==> src/logic/hmgw_pkg.sv <==
// Package for the field-bus gateway: register map, reset values, limits, timing.
// Assumes a 100 MHz clock and byte addresses on the register bus.
package hmgw_pkg;
  localparam int CLK_MHZ = 100;
  localparam int HART_TMO_MS = 50;
  localparam int HART_TMO_CYC = CLK_MHZ * 1000 * HART_TMO_MS;
  localparam int SEC_MS = 1000;
  localparam int SEC_CYC = CLK_MHZ * 1000 * SEC_MS;
  // Register byte offsets
  localparam logic [11:0] OFS_CTRL = 12'h000;
  localparam logic [11:0] OFS_SLVADDR = 12'h004;
  localparam logic [11:0] OFS_RETRY = 12'h008;
  localparam logic [11:0] OFS_ALM0 = 12'h00c;
  localparam logic [11:0] OFS_ALM1 = 12'h010;
  localparam logic [11:0] OFS_STAT = 12'h014;
  localparam logic [11:0] OFS_CHST = 12'h400;
  localparam logic [11:0] OFS_PV = 12'h800;
  // CTRL fields
  localparam int CTRL_DIS2 = 0;
  localparam int CTRL_HIFIRST = 1;
  localparam int CTRL_PAR_LO = 2;
  localparam int CTRL_BAUD_LO = 4;
  localparam logic [1:0] PAR_NONE = 2'h0;
  localparam logic [1:0] PAR_ODD = 2'h2;
  localparam logic [2:0] BAUD_9600 = 3'h5;
  localparam logic [2:0] BAUD_MAX = 3'h6;
  // ALM fields
  localparam int ALM_DLY_LO = 8;
  localparam int ALM_FS = 16;
  localparam logic [6:0] DLY_MAX = 7'h78;
  // Limits and defaults
  localparam logic [7:0] SLV_MIN = 8'h01;
  localparam logic [7:0] SLV_MAX = 8'hf7;
  localparam logic [7:0] SLV_RST = 8'h01;
  localparam logic [3:0] RETRY_MIN = 4'h1;
  localparam logic [3:0] RETRY_MAX = 4'h9;
  localparam logic [3:0] RETRY_RST = 4'h3;
  // Channel status bits
  localparam int ST_WIRE = 1;
  localparam int ST_ADC = 2;
  localparam int ST_CURVE = 3;
  localparam int ST_SAT = 4;
  localparam int ST_RANGE = 5;
  // MODBUS register numbers
  localparam logic [10:0] MB_PV_LAST = 11'h040;
  localparam logic [10:0] MB_ST_FIRST = 11'h3e9;
  localparam logic [10:0] MB_ST_LAST = 11'h408;
  localparam logic [10:0] MB_GW_ST = 11'h7d1;
  localparam int GW_HWFAIL = 0;
  localparam int GW_NOHART = 15;
  typedef enum logic [1:0] {HM_IDLE, HM_REQ, HM_WAIT} hmgw_poll_t;
endpackage

==> src/logic/hmgw_gateway.sv <==
// Field-bus gateway core: polls two 16-channel modules, keeps their data,
// serves it to the serial slave engines and drives alarm relays and LEDs.
// Assumes the field modem and both serial engines sit outside, same clock.
// Summary of operation
// - Gateway alone starts every field poll
// - Poll only addresses 1 and 2
// - Sixteen channels with status per module
// - Both serial ports share one configuration
// - Failsafe relay energized while module is healthy
// - Alarm on any selected fault condition
// - Trip after condition persists programmed seconds
// - Failsafe or non-failsafe choice per alarm
// - Failsafe de-energizes, non-failsafe energizes on trip
// - Fault LED red on alarm; disabled stays green
// - Input LED red when field input lost
// - Ready LED red after internal problem
// - Slave address 1 to 247, default 1
// - Seven baud rates, default 9600 no parity
// - Even, odd or no parity
// - Start, eight data, optional parity, stop
// - Float word order selectable, low first default
// - Low first puts low half first
// - Answer serial requests within 50 ms
// - Input change reaches registers within 1 s
// - Trip within update time plus 150 ms
// - RTU framing over RS-485 on both ports
// - Retry unanswered poll 1-9 times, default 3
`timescale 1ns/1ps
module hmgw_gateway
  import hmgw_pkg::*;
#(
  parameter int TMO_CYC = HART_TMO_CYC,
  parameter int S_CYC = SEC_CYC
)(
  input wire logic clock, // 100 MHz
  input wire logic srst, // Sync reset
  input wire logic psel, // APB select
  input wire logic penable, // APB enable
  input wire logic pwrite, // APB write
  input wire logic [11:0] paddr, // APB byte address
  input wire logic [31:0] pwdata, // APB write data
  output logic [31:0] prdata, // APB read data
  output logic pready, // APB ready
  output logic pslverr, // APB error
  output logic hartReq, // Poll pulse to field modem
  output logic [1:0] hartAddr, // Polling address
  input wire logic hartRspValid, // Response beat
  input wire logic hartRspLast, // Last beat of response
  input wire logic [3:0] hartRspChan, // Channel of beat
  input wire logic [7:0] hartRspStatus, // Channel status
  input wire logic [31:0] hartRspPv, // Channel process_value
  input wire logic hwFault, // Internal problem
  input wire logic mbRegRd, // Serial engine register read
  input wire logic [10:0] mbRegNum, // Register number
  output logic [15:0] mbRegData, // Register value
  output logic mbRegAck, // Read answer pulse
  output logic [7:0] mbSlaveAddr, // Shared slave address
  output logic [2:0] mbBaudSel, // Shared baud select
  output logic [1:0] mbParity, // Shared parity
  output logic [1:0] relayOn, // Fault relay energized
  output logic [1:0] faultLedRed, // Fault LEDs, 0 green
  output logic inputLedRed, // Input LED
  output logic readyLedRed // Ready LED
);
  logic [31:0] pvMem [0:31];
  logic [7:0] stMem [0:31];
  logic [6:0] ctrl_q;
  logic [7:0] slv_q;
  logic [3:0] retry_q;
  logic [16:0] alm_q [0:1];
  hmgw_poll_t state_q;
  logic cur_q;
  logic [3:0] fails_q;
  logic [31:0] tmo_q;
  logic [1:0] noHart_q;
  logic [1:0] trip_q;
  logic [1:0] relay_q;
  logic [1:0] faultRed_q;
  logic inRed_q;
  logic rdyRed_q;
  logic req_q;
  logic [1:0] addr_q;
  logic [31:0] prdata_q;
  logic pready_q;
  logic pslverr_q;
  logic [15:0] mbData_q;
  logic mbAck_q;

  // Register bus decode
  wire setup = psel && !penable;
  wire wrEn = psel && penable && pready_q && pwrite;
  wire selCtrl = paddr == OFS_CTRL;
  wire selSlv = paddr == OFS_SLVADDR;
  wire selRetry = paddr == OFS_RETRY;
  wire selAlm0 = paddr == OFS_ALM0;
  wire selAlm1 = paddr == OFS_ALM1;
  wire selStat = paddr == OFS_STAT;
  wire selCh = paddr[11:7] == OFS_CHST[11:7] && paddr[1:0] == 2'h0;
  wire selPv = paddr[11:7] == OFS_PV[11:7] && paddr[1:0] == 2'h0;
  wire [4:0] memIdx = paddr[6:2];
  wire mapped = selCtrl | selSlv | selRetry | selAlm0 | selAlm1 | selStat | selCh | selPv;
  wire dis2 = ctrl_q[CTRL_DIS2];
  wire hiFirst = ctrl_q[CTRL_HIFIRST];
  wire [1:0] wPar = pwdata[CTRL_PAR_LO+:2];
  wire [2:0] wBaud = pwdata[CTRL_BAUD_LO+:3];
  wire ctrlOk = wPar <= PAR_ODD && wBaud <= BAUD_MAX;
  wire slvOk = pwdata[7:0] >= SLV_MIN && pwdata[7:0] <= SLV_MAX && pwdata[31:8] == 24'h0;
  wire retryOk = pwdata[3:0] >= RETRY_MIN && pwdata[3:0] <= RETRY_MAX;
  wire almOk = pwdata[ALM_DLY_LO+:7] <= DLY_MAX;
  wire [31:0] statWord = {26'h0, relay_q, noHart_q, trip_q};
  wire [31:0] rdMux =
    selCtrl ? {25'h0, ctrl_q} :
    selSlv ? {24'h0, slv_q} :
    selRetry ? {28'h0, retry_q} :
    selAlm0 ? {15'h0, alm_q[0]} :
    selAlm1 ? {15'h0, alm_q[1]} :
    selStat ? statWord :
    selCh ? {24'h0, stMem[memIdx]} :
    selPv ? pvMem[memIdx] : 32'h0;

  // Serial register map decode
  wire [10:0] pvIdx = mbRegNum - 11'h001;
  wire [10:0] stIdx = mbRegNum - MB_ST_FIRST;
  wire isPv = mbRegNum != 11'h000 && mbRegNum <= MB_PV_LAST;
  wire isSt = mbRegNum >= MB_ST_FIRST && mbRegNum <= MB_ST_LAST;
  wire [31:0] pvWord = pvMem[pvIdx[5:1]];
  wire hiHalf = pvIdx[0] ^ hiFirst;
  wire [15:0] gwStat = (16'h1 << GW_NOHART) * {15'h0, |noHart_q}
    | (16'h1 << GW_HWFAIL) * {15'h0, rdyRed_q};
  wire [15:0] mbMux =
    isPv ? (hiHalf ? pvWord[31:16] : pvWord[15:0]) :
    isSt ? {8'h0, stMem[stIdx[4:0]]} :
    mbRegNum == MB_GW_ST ? gwStat : 16'h0;

  // Poll sequencing
  wire beat = state_q == HM_WAIT && hartRspValid;
  wire done = beat && hartRspLast;
  wire timeout = state_q == HM_WAIT && !hartRspValid && tmo_q == 32'(TMO_CYC - 1);
  wire giveUp = timeout && fails_q >= retry_q;
  wire nextMod = dis2 ? 1'b0 : !cur_q;
  // Retry of a just-disabled module falls back to module 1
  wire curEff = cur_q && !dis2;

  always_ff @(posedge clock)
  begin
    if (srst)
    begin
      ctrl_q <= {BAUD_9600, PAR_NONE, 2'h0};
      slv_q <= SLV_RST;
      retry_q <= RETRY_RST;
      alm_q[0] <= 17'h0;
      alm_q[1] <= 17'h0;
    end
    else if (wrEn)
    begin
      if (selCtrl && ctrlOk)
        ctrl_q <= pwdata[6:0];
      if (selSlv && slvOk)
        slv_q <= pwdata[7:0];
      if (selRetry && retryOk)
        retry_q <= pwdata[3:0];
      if (selAlm0 && almOk)
        alm_q[0] <= pwdata[16:0];
      if (selAlm1 && almOk)
        alm_q[1] <= pwdata[16:0];
    end
  end

  // Zero-wait access phase, data captured in setup
  always_ff @(posedge clock)
  begin
    if (srst)
    begin
      pready_q <= 1'b0;
      prdata_q <= 32'h0;
      pslverr_q <= 1'b0;
    end
    else
    begin
      pready_q <= setup;
      prdata_q <= setup && !pwrite ? rdMux : 32'h0;
      pslverr_q <= setup && !mapped;
    end
  end

  // Field poll master
  always_ff @(posedge clock)
  begin
    if (srst)
    begin
      state_q <= HM_IDLE;
      cur_q <= 1'b0;
      fails_q <= 4'h0;
      tmo_q <= 32'h0;
      noHart_q <= 2'h0;
      req_q <= 1'b0;
      addr_q <= 2'h1;
    end
    else
    begin
      req_q <= 1'b0;
      unique case (state_q)
        HM_IDLE:
        begin
          fails_q <= 4'h0;
          state_q <= HM_REQ;
        end
        HM_REQ:
        begin
          req_q <= 1'b1;
          cur_q <= curEff;
          addr_q <= {curEff, !curEff};
          tmo_q <= 32'h0;
          state_q <= HM_WAIT;
        end
        HM_WAIT:
        begin
          tmo_q <= beat ? 32'h0 : tmo_q + 32'h1;
          if (done)
          begin
            noHart_q[cur_q] <= 1'b0;
            cur_q <= nextMod;
            state_q <= HM_IDLE;
          end
          else if (giveUp)
          begin
            noHart_q[cur_q] <= 1'b1;
            cur_q <= nextMod;
            state_q <= HM_IDLE;
          end
          else if (timeout)
          begin
            fails_q <= fails_q + 4'h1;
            state_q <= HM_REQ;
          end
        end
      endcase
      if (dis2)
        noHart_q[1] <= 1'b0;
    end
  end

  // Channel store
  always_ff @(posedge clock)
  begin
    if (beat)
    begin
      pvMem[{cur_q, hartRspChan}] <= hartRspPv;
      stMem[{cur_q, hartRspChan}] <= hartRspStatus;
    end
  end

  // Serial register answers, one cycle after request
  always_ff @(posedge clock)
  begin
    if (srst)
    begin
      mbData_q <= 16'h0;
      mbAck_q <= 1'b0;
    end
    else
    begin
      mbAck_q <= mbRegRd;
      mbData_q <= mbRegRd ? mbMux : 16'h0;
    end
  end

  // Alarm path per module
  for (genvar m = 0; m < 2; m++)
  begin : g_alm
    logic [7:0] orSt;
    logic [31:0] sub_q;
    logic [6:0] secs_q;
    wire [5:0] sel = alm_q[m][5:0];
    wire [6:0] dly = alm_q[m][ALM_DLY_LO+:7];
    wire off = m == 1 && dis2;
    always_comb
    begin
      orSt = 8'h0;
      for (int c = 0; c < 16; c++)
        orSt = orSt | stMem[m*16+c];
    end
    wire [5:0] conds = {orSt[ST_RANGE], orSt[ST_SAT], orSt[ST_CURVE], orSt[ST_ADC],
      orSt[ST_WIRE], noHart_q[m]};
    wire cond = |(conds & sel) && !off;
    always_ff @(posedge clock)
    begin
      if (srst || !cond)
      begin
        sub_q <= 32'h0;
        secs_q <= 7'h0;
        trip_q[m] <= 1'b0;
      end
      else if (secs_q >= dly)
        trip_q[m] <= 1'b1;
      else if (sub_q == 32'(S_CYC - 1))
      begin
        sub_q <= 32'h0;
        secs_q <= secs_q + 7'h1;
      end
      else
        sub_q <= sub_q + 32'h1;
    end
    always_ff @(posedge clock)
    begin
      if (srst)
      begin
        relay_q[m] <= 1'b0;
        faultRed_q[m] <= 1'b0;
      end
      else
      begin
        relay_q[m] <= alm_q[m][ALM_FS] ^ trip_q[m];
        faultRed_q[m] <= trip_q[m] && !off;
      end
    end
  end

  always_ff @(posedge clock)
  begin
    if (srst)
    begin
      inRed_q <= 1'b0;
      rdyRed_q <= 1'b0;
    end
    else
    begin
      inRed_q <= |noHart_q;
      rdyRed_q <= rdyRed_q | hwFault;
    end
  end

  assign prdata = prdata_q;
  assign pready = pready_q;
  assign pslverr = pslverr_q;
  assign hartReq = req_q;
  assign hartAddr = addr_q;
  assign mbRegData = mbData_q;
  assign mbRegAck = mbAck_q;
  assign mbSlaveAddr = slv_q;
  assign mbBaudSel = ctrl_q[CTRL_BAUD_LO+:3];
  assign mbParity = ctrl_q[CTRL_PAR_LO+:2];
  assign relayOn = relay_q;
  assign faultLedRed = faultRed_q;
  assign inputLedRed = inRed_q;
  assign readyLedRed = rdyRed_q;
endmodule

==> config.mk <==
export PLATFORM = sky130hd
export DESIGN_NAME = hmgw_gateway
export DESIGN_NICKNAME = d
export VERILOG_FILES = /design/src/logic/hmgw_pkg.sv /design/src/logic/hmgw_gateway.sv
export SDC_FILE = /design/constraint.sdc
export NUM_CORES = 2
export LEC_CHECK = 0
export BUFFER_PORTS_ARGS = -buffer_cell sky130_fd_sc_hd__buf_2
export CAP_MARGIN = 5
export CORE_MARGIN = 2
export CORE_UTILIZATION = 55
export CTS_CLUSTER_DIAMETER = 100
export DETAILED_ROUTE_END_ITERATION = 7
export GPL_ROUTABILITY_DRIVEN = 0
export PLACE_DENSITY = 0.72
export SLEW_MARGIN = 20
export SYNTH_ARGS = -nofsm -noshare
export SYNTH_HDL_FRONTEND = slang
export SYNTH_SLANG_ARGS = --single-unit
==> constraint.sdc <==
create_clock -name clock -period 4.8 [get_ports clock]
set_clock_uncertainty 0.05 [all_clocks]
set_input_delay 0 -clock clock [delete_from_list [all_inputs] [get_ports clock]]
set_output_delay 0 -clock clock [all_outputs]
set_load 0.02 [all_outputs]
# == Word level (Yosys, flattened, before mapping) ==
# Memories as Yosys holds them, arrays and structs flattened.
# Index checks and enable logic that the tools add are counted.
# totals
reg_bits,200
ramBits,1314
memories,3
# memory_table
memory,words,word_bits,rd,rd_ports_with_merged_regs,wr,line_no,text
pvMem,32,32,2,0,1,hmgw_gateway.sv:65,logic [31:0] pvMem [0:31];
stMem,32,8,34,0,1,hmgw_gateway.sv:66,logic [7:0] stMem [0:31];
alm_q,2,17,2,0,2,hmgw_gateway.sv:70,logic [16:0] alm_q [0:1];
# classes
n_lt_le_gt_ge,15
mux,47
add_sub_neg,8
bitwise,54
n_eq_ne,18
n_reduce_logical,64
# ops
op,n
bitwise OR 6 bit,30
2-to-1 mux 17 bit,7
adder 32 x 1 -> 32 bit (second input constant),3
2-to-1 mux 32 bit,3
== test 32 x 27 -> 1 bit (second input constant),2
2-to-1 mux 16 bit,4
one-hot mux 32 bit (2 select lines),1
== test 32 x 23 -> 1 bit (second input constant),1
logical AND 1 bit,28
== test 12 x 4 -> 1 bit (second input constant),2
== test 12 x 5 -> 1 bit (second input constant),2
zero test 24 bit,1
2-to-1 mux 1 bit,17
2-to-1 mux 8 bit,2
bitwise OR 16 x 1 -> 16 bit,1
adder 7 x 1 -> 7 bit (second input constant),2
>= comparator 7 bit,2
AND reduction 2 bit,7
bitwise AND 6 bit,2
== test 12 x 3 -> 1 bit (second input constant),1
zero test 12 bit,1
2-to-1 mux 4 bit,3
OR reduction 6 bit,2
== test 11 bit (second input constant),1
45 further kinds,81

# == Logic depth before layout (Yosys ltp) ==
# An unclocked memory read counts as a cell.
# logic_depth
word_depth,21
mapped_depth,18
ltp_nobuf,11

# == Worst setup path after synthesis ==
# OpenSTA, ideal clock, no wires.
# synth_path
path_type,reg2reg
from,register state_q[0]
to,memory pvMem[20][0] (enable)
t_arrival_ns,2.928
required_ns,4.313
slack_ns,1.384
stages_incl_launch_ff,8
setup_time_ns,0.437
period_less_slack_ns,3.416
path_cell_list,dfxtp_1 -> inv_1 -> ha_1 -> buf_2 -> nand2_1 -> or3_1 -> clkbuf_1 -> nor2_1
# synth_between
elab_chain_len,4
# synth_lines
element,line_no,text
from (decl),hmgw_gateway.sv:71,hmgw_poll_t state_q;
from (signal assigned),hmgw_gateway.sv:191,state_q <= HM_IDLE;
from (signal assigned),hmgw_gateway.sv:206,state_q <= HM_REQ;
from (signal assigned),hmgw_gateway.sv:214,state_q <= HM_WAIT;
== test 2 bit,hmgw_gateway.sv:136,wire beat = state_q == HM_WAIT && hartRspValid;
logical AND 1 bit,hmgw_gateway.sv:136,
2-to-1 mux 1 bit,hmgw_gateway.sv:246,if (beat)
2-to-1 mux 1 bit (not written as such),hmgw_gateway.sv:248,"pvMem[{cur_q, hartRspChan}] <= hartRspPv;"
to (decl),hmgw_gateway.sv:65,
# Every way passes these cells.

# == Final worst setup path ==
# layout_path
from,input psel
to,"register prdata_q[20], in the netlist prdata[20]"
# layout_between
elab_chain_len,4
# layout_lines
element,line_no,text
from (decl),hmgw_gateway.sv:37,"input wire logic psel,"
logical AND 1 bit,hmgw_gateway.sv:90,wire setup = psel && !penable;
logical AND 1 bit,hmgw_gateway.sv:181,prdata_q <= setup && !pwrite ? rdMux : 32'h0;
NOT 1 bit (no source line),-,
OR reduction 10 bit (no source line),-,
to (signal assigned),hmgw_gateway.sv:181,
to (decl),hmgw_gateway.sv:83,logic [31:0] prdata_q;
# Every way passes these cells.
# A chain may end at the register's enable or synchronous reset.

==> summary.md <==
| Metric | Value |
|---|---|
| PD cells | 364.6 nW/µm² |
| Largest net degree at the start of global routing | 94 |
| Detailed-route DRC error count | 0 |
| Worst-path clk slew | around 60 ps |
| First-pass GRT wire length | 350600 µm |
| Area Overhead vs Synth | 13.30% |
| RSZ-0062 raised after global routing | false |
| Worst Path Arrival | 4430 ps |
| Hold Crit Class | input pin to register |
| Gr ovfl total | 0 |
| Chip Height | about 360 µm |
| EDFF count, synth | roughly 1.3k |
| CP endpoint kind | register |
| Ports | 181 |
| Post-CTS Setup Repair Bufs | 0 |
| HP Start | pwdata[5] |
| Final Cycle Share | between 70 and 80% |
| Synth Flop Type | edfxtp_1 |
| CP required | 5440 ps |
| Initial core utilization | a little under three fifths |
| DR pass1 iterations | 7 |
| Mapped Cells | approximately 5k |
| Flop pwr share | 48.5% |
| Input/output buffers | 180 |
| Int Power | ~23 mW |
| Hpwl dp | 142100 µm |
| Final net count | 5516 |
| Drt wl/cell | roughly 34 µm |
| Share of post-route cells with drive strength above 1 | 20.85% |
| Startpoint Class | input pin |
| Async set-reset flop share out of synthesis | 0% |
| Final setup margin | 1005 ps |
| Number of global-route vias before repair | 49.97k |
| Final min period | 3795 ps |
| Sw frac | roughly a quarter |
| CTS Buf Count | 157 |
| DRT Wirelength | roughly 250000 µm |
| Unique masters post-synth | between 90 and 100 |
| Worst-Margin Slew | between 1000 and 1500 ps |
| Hold WS | around 43 ps |
| Num rows | 132 |
| Routed Antenna Nets | 0 |
| Clock Sink Count | 1514 |
| Initial antenna violation count | 21 |
| Setup Crit Path Kind | input pin to register |
| Setup violators final | 0 |
| Clock Tree Root | clkbuf_16 |
| Clk buf depth | 3 |
| All-Layer GR Usage | 36.91% |
| Die area | roughly 130000 µm² |
| Max-slew violations | 0 |
| Slew margin rel. | 13.38% |
| Routed vias | ~53k |
| Worst skew pair latency | 810 ps |
| Synthesis Warnings | 0 |
| R2r startpoint | state_q[0]$_SDFFE_PP0P_ |
| Outcome | finished, final reports clean |
| MaxCap Viol Count | 0 |
| Mapped cell area | 71640 µm² |
| Setup TNS | 0 ps |
| CTS tree | built |
| Worst slack, placed | 626.2 ps |
| Psw | 7.075 mW |
| Worst-path fanout max | 12 |
| Sequential fraction of the synthesis area | 60.67% |
| CP startpoint | psel |
| Leak | 26.73 nW |
| Clock share of power | 41.9% |
| Fmax | 263.5 MHz |
| DRT iter0 DRCs | 10.14k |
| Horiz. Die Dim | approximately 360 µm |
| Fin. Hold Viols | 0 |
| Post-Syn Nets | 5287 |
| FF+latch count, synth | 1514 |
| VDD IR-drop max | ~0.0004 V |
| Power share of the combinational group | a little under a tenth |
| Via/cell ratio | roughly 7.3 |
| Avg Cell Area, Syn | 13.91 µm² |
| CTS HTree Levels | 4 |
| Core area | 129300 µm² |
## repair_timing
action / in CTS / in global routing
hold endpoints to repair: 1386 / 0
hold buffers: 98 / 0
gates resized for setup: 0 / 0
## power by group through the flow
stage / logic (mW) / clock network, mW / registers [mW]
2_1_floorplan: 1.67 / 0 / 14.6
3_3_place_gp: 2.63 / 0 / 14.6
4_1_cts: 2.74 / 12.4 / 14.3
3_5_place_dp: 2.67 / 0 / 14.6
5_1_grt: 2.93 / 12.9 / 14.3
6_report: 2.84 / 12.4 / 14.4
## worst max-delay path: stages
cell	delay, ps
dlygate4sd3_1	530
buf_2	130
dlygate4sd3_1	560
nand2_1	90
dlygate4sd3_1	600
or2_2	270
a21o_1	500
nand2b_1	700
buf_4	370
a21oi_1	90
dlygate4sd3_1	570
## logic make-up after synthesis
| family | count (synthesis) | synth area share, % |
|---|---|---|
| AND/OR/NAND/NOR | 1814 | 11.80 |
| multiplexers | 598 | 16.46 |
| adder cells (fa/ha/maj) | 30 | 0.5239 |
| buffers and inverters | 413 | 2.789 |
| flip-flops | 1514 | 60.67 |
| XOR/XNOR | 99 | 1.210 |
| AO/OA/AOI/OAI | 681 | 6.556 |
## layout make-up
type	count	area (µm²)
fillers	9315	48150
flip-flops and latches	1514	43460
multi-input cells	3222	26530
clock buffers	213	4458
repair buffers	438	3596
well taps	1742	2180
clock inverters	78	750.7
inverters	45	168.9
diodes	9	22.52
## cells in the mapped netlist (30+ instances only)
master    count  area [µm²]
o21ai_0      84       420.4
o22ai_1      81       506.7
ha_1         30       375.4
clkbuf_1    138       518.0
dfxtp_1     200        4004
mux2i_1     108        1081
xor2_1       59       516.8
nor2_1      305        1145
nor3_1      113       565.5
buf_4        43       322.8
xnor2_1      40       350.3
nor4_1       73       456.7
o221ai_1     36       315.3
a21oi_1     140       700.7
nand4_1      97       606.8
and3_1       38       237.7
a31oi_1      70       437.9
or3_1        37       231.5
nand3_1     271        1356
inv_1        42       157.7
mux4_2      461       10380
edfxtp_1   1314       39460
nand2_1     751        2819
buf_1        38       142.6
buf_2       133       665.6
## path summary, 6_finish.rpt
path | to | depth (start not counted) | slack (ps)
worst max-delay path | prdata[20]$_SDFF_PP0_ | 11 | 1000
worst min-delay path | ctrl_q[5]$_SDFFE_PP0P_ | 4 | 40
worst max register to register | pvMem[8][15]$_DFFE_PP_ | 6 | 1470
worst min register to register | hartAddr[1]$_SDFFE_PP0P_ | 2 | 420
## flip-flops by register name, summed over array words and instances (netlist names), 4 cells and up, named ones only
register	cells
stMem	256
alm_q	34
g_alm.sub_q	64
ctrl_q	7
retry_q	4
mbSlaveAddr	8
prdata	32
g_alm.secs_q	14
fails_q	4
tmo_q	32
pvMem	1024
mbRegData	16
## layer usage
layer | vias up | GRT usage, % | routed length (µm)
met5 | - | 0.4357 | 219
met4 | 22 | 25.37 | 20350
met3 | 1224 | 10.06 | 37310
met2 | 5080 | 55.13 | 109900
li1 | 20870 | - | -
met1 | 25890 | 47.25 | 79630
## per-stage QoR
stage,std cells,util [%],power [mW],instance area (µm²)
3_3_place_gp,6862,57.94,17.26,74930
6_report,7261,62.77,29.60,81170
3_5_place_dp,6862,57.95,17.30,74940
2_1_floorplan,5149,-,16.30,71640
4_1_cts,7251,62.74,29.51,81130
5_1_grt,7256,62.76,30.20,81160
## cells in the final DEF, fill, tap and decap left out, types with 17 or more instances in the layout
cell type | Yosys | routed
clkbuf_1 | 138 | 32
mux2_2 | 28 | 28
o22ai_1 | 81 | 81
a211oi_1 | 24 | 24
buf_2 | 133 | 175
a31oi_1 | 70 | 70
o31ai_1 | 20 | 20
mux4_2 | 461 | 461
nor4_1 | 73 | 73
nand4_1 | 97 | 97
o221ai_1 | 36 | 36
clkbuf_16 | 0 | 164
inv_1 | 42 | 41
o21ai_0 | 84 | 81
nand2b_1 | 19 | 19
nor2_1 | 305 | 271
and2_1 | 27 | 26
dlygate4sd3_1 | 0 | 98
a22oi_1 | 18 | 18
nor2b_1 | 19 | 17
dfxtp_1 | 200 | 200
nor2_4 | 1 | 34
edfxtp_1 | 1314 | 1314
xnor2_1 | 40 | 38
xor2_1 | 59 | 58
a32oi_1 | 19 | 19
clkbuf_8 | 0 | 18
nor3_1 | 113 | 113
nand2_1 | 751 | 751
clkinv_1 | 2 | 25
nand3_1 | 271 | 271
and3_1 | 38 | 38
buf_12 | 0 | 38
mux2i_1 | 108 | 108
a21oi_1 | 140 | 140
ha_1 | 30 | 28
buf_4 | 43 | 123
or3_1 | 37 | 36
clkinv_2 | 0 | 31
Note: power is estimated with default switching activity, not from simulation.
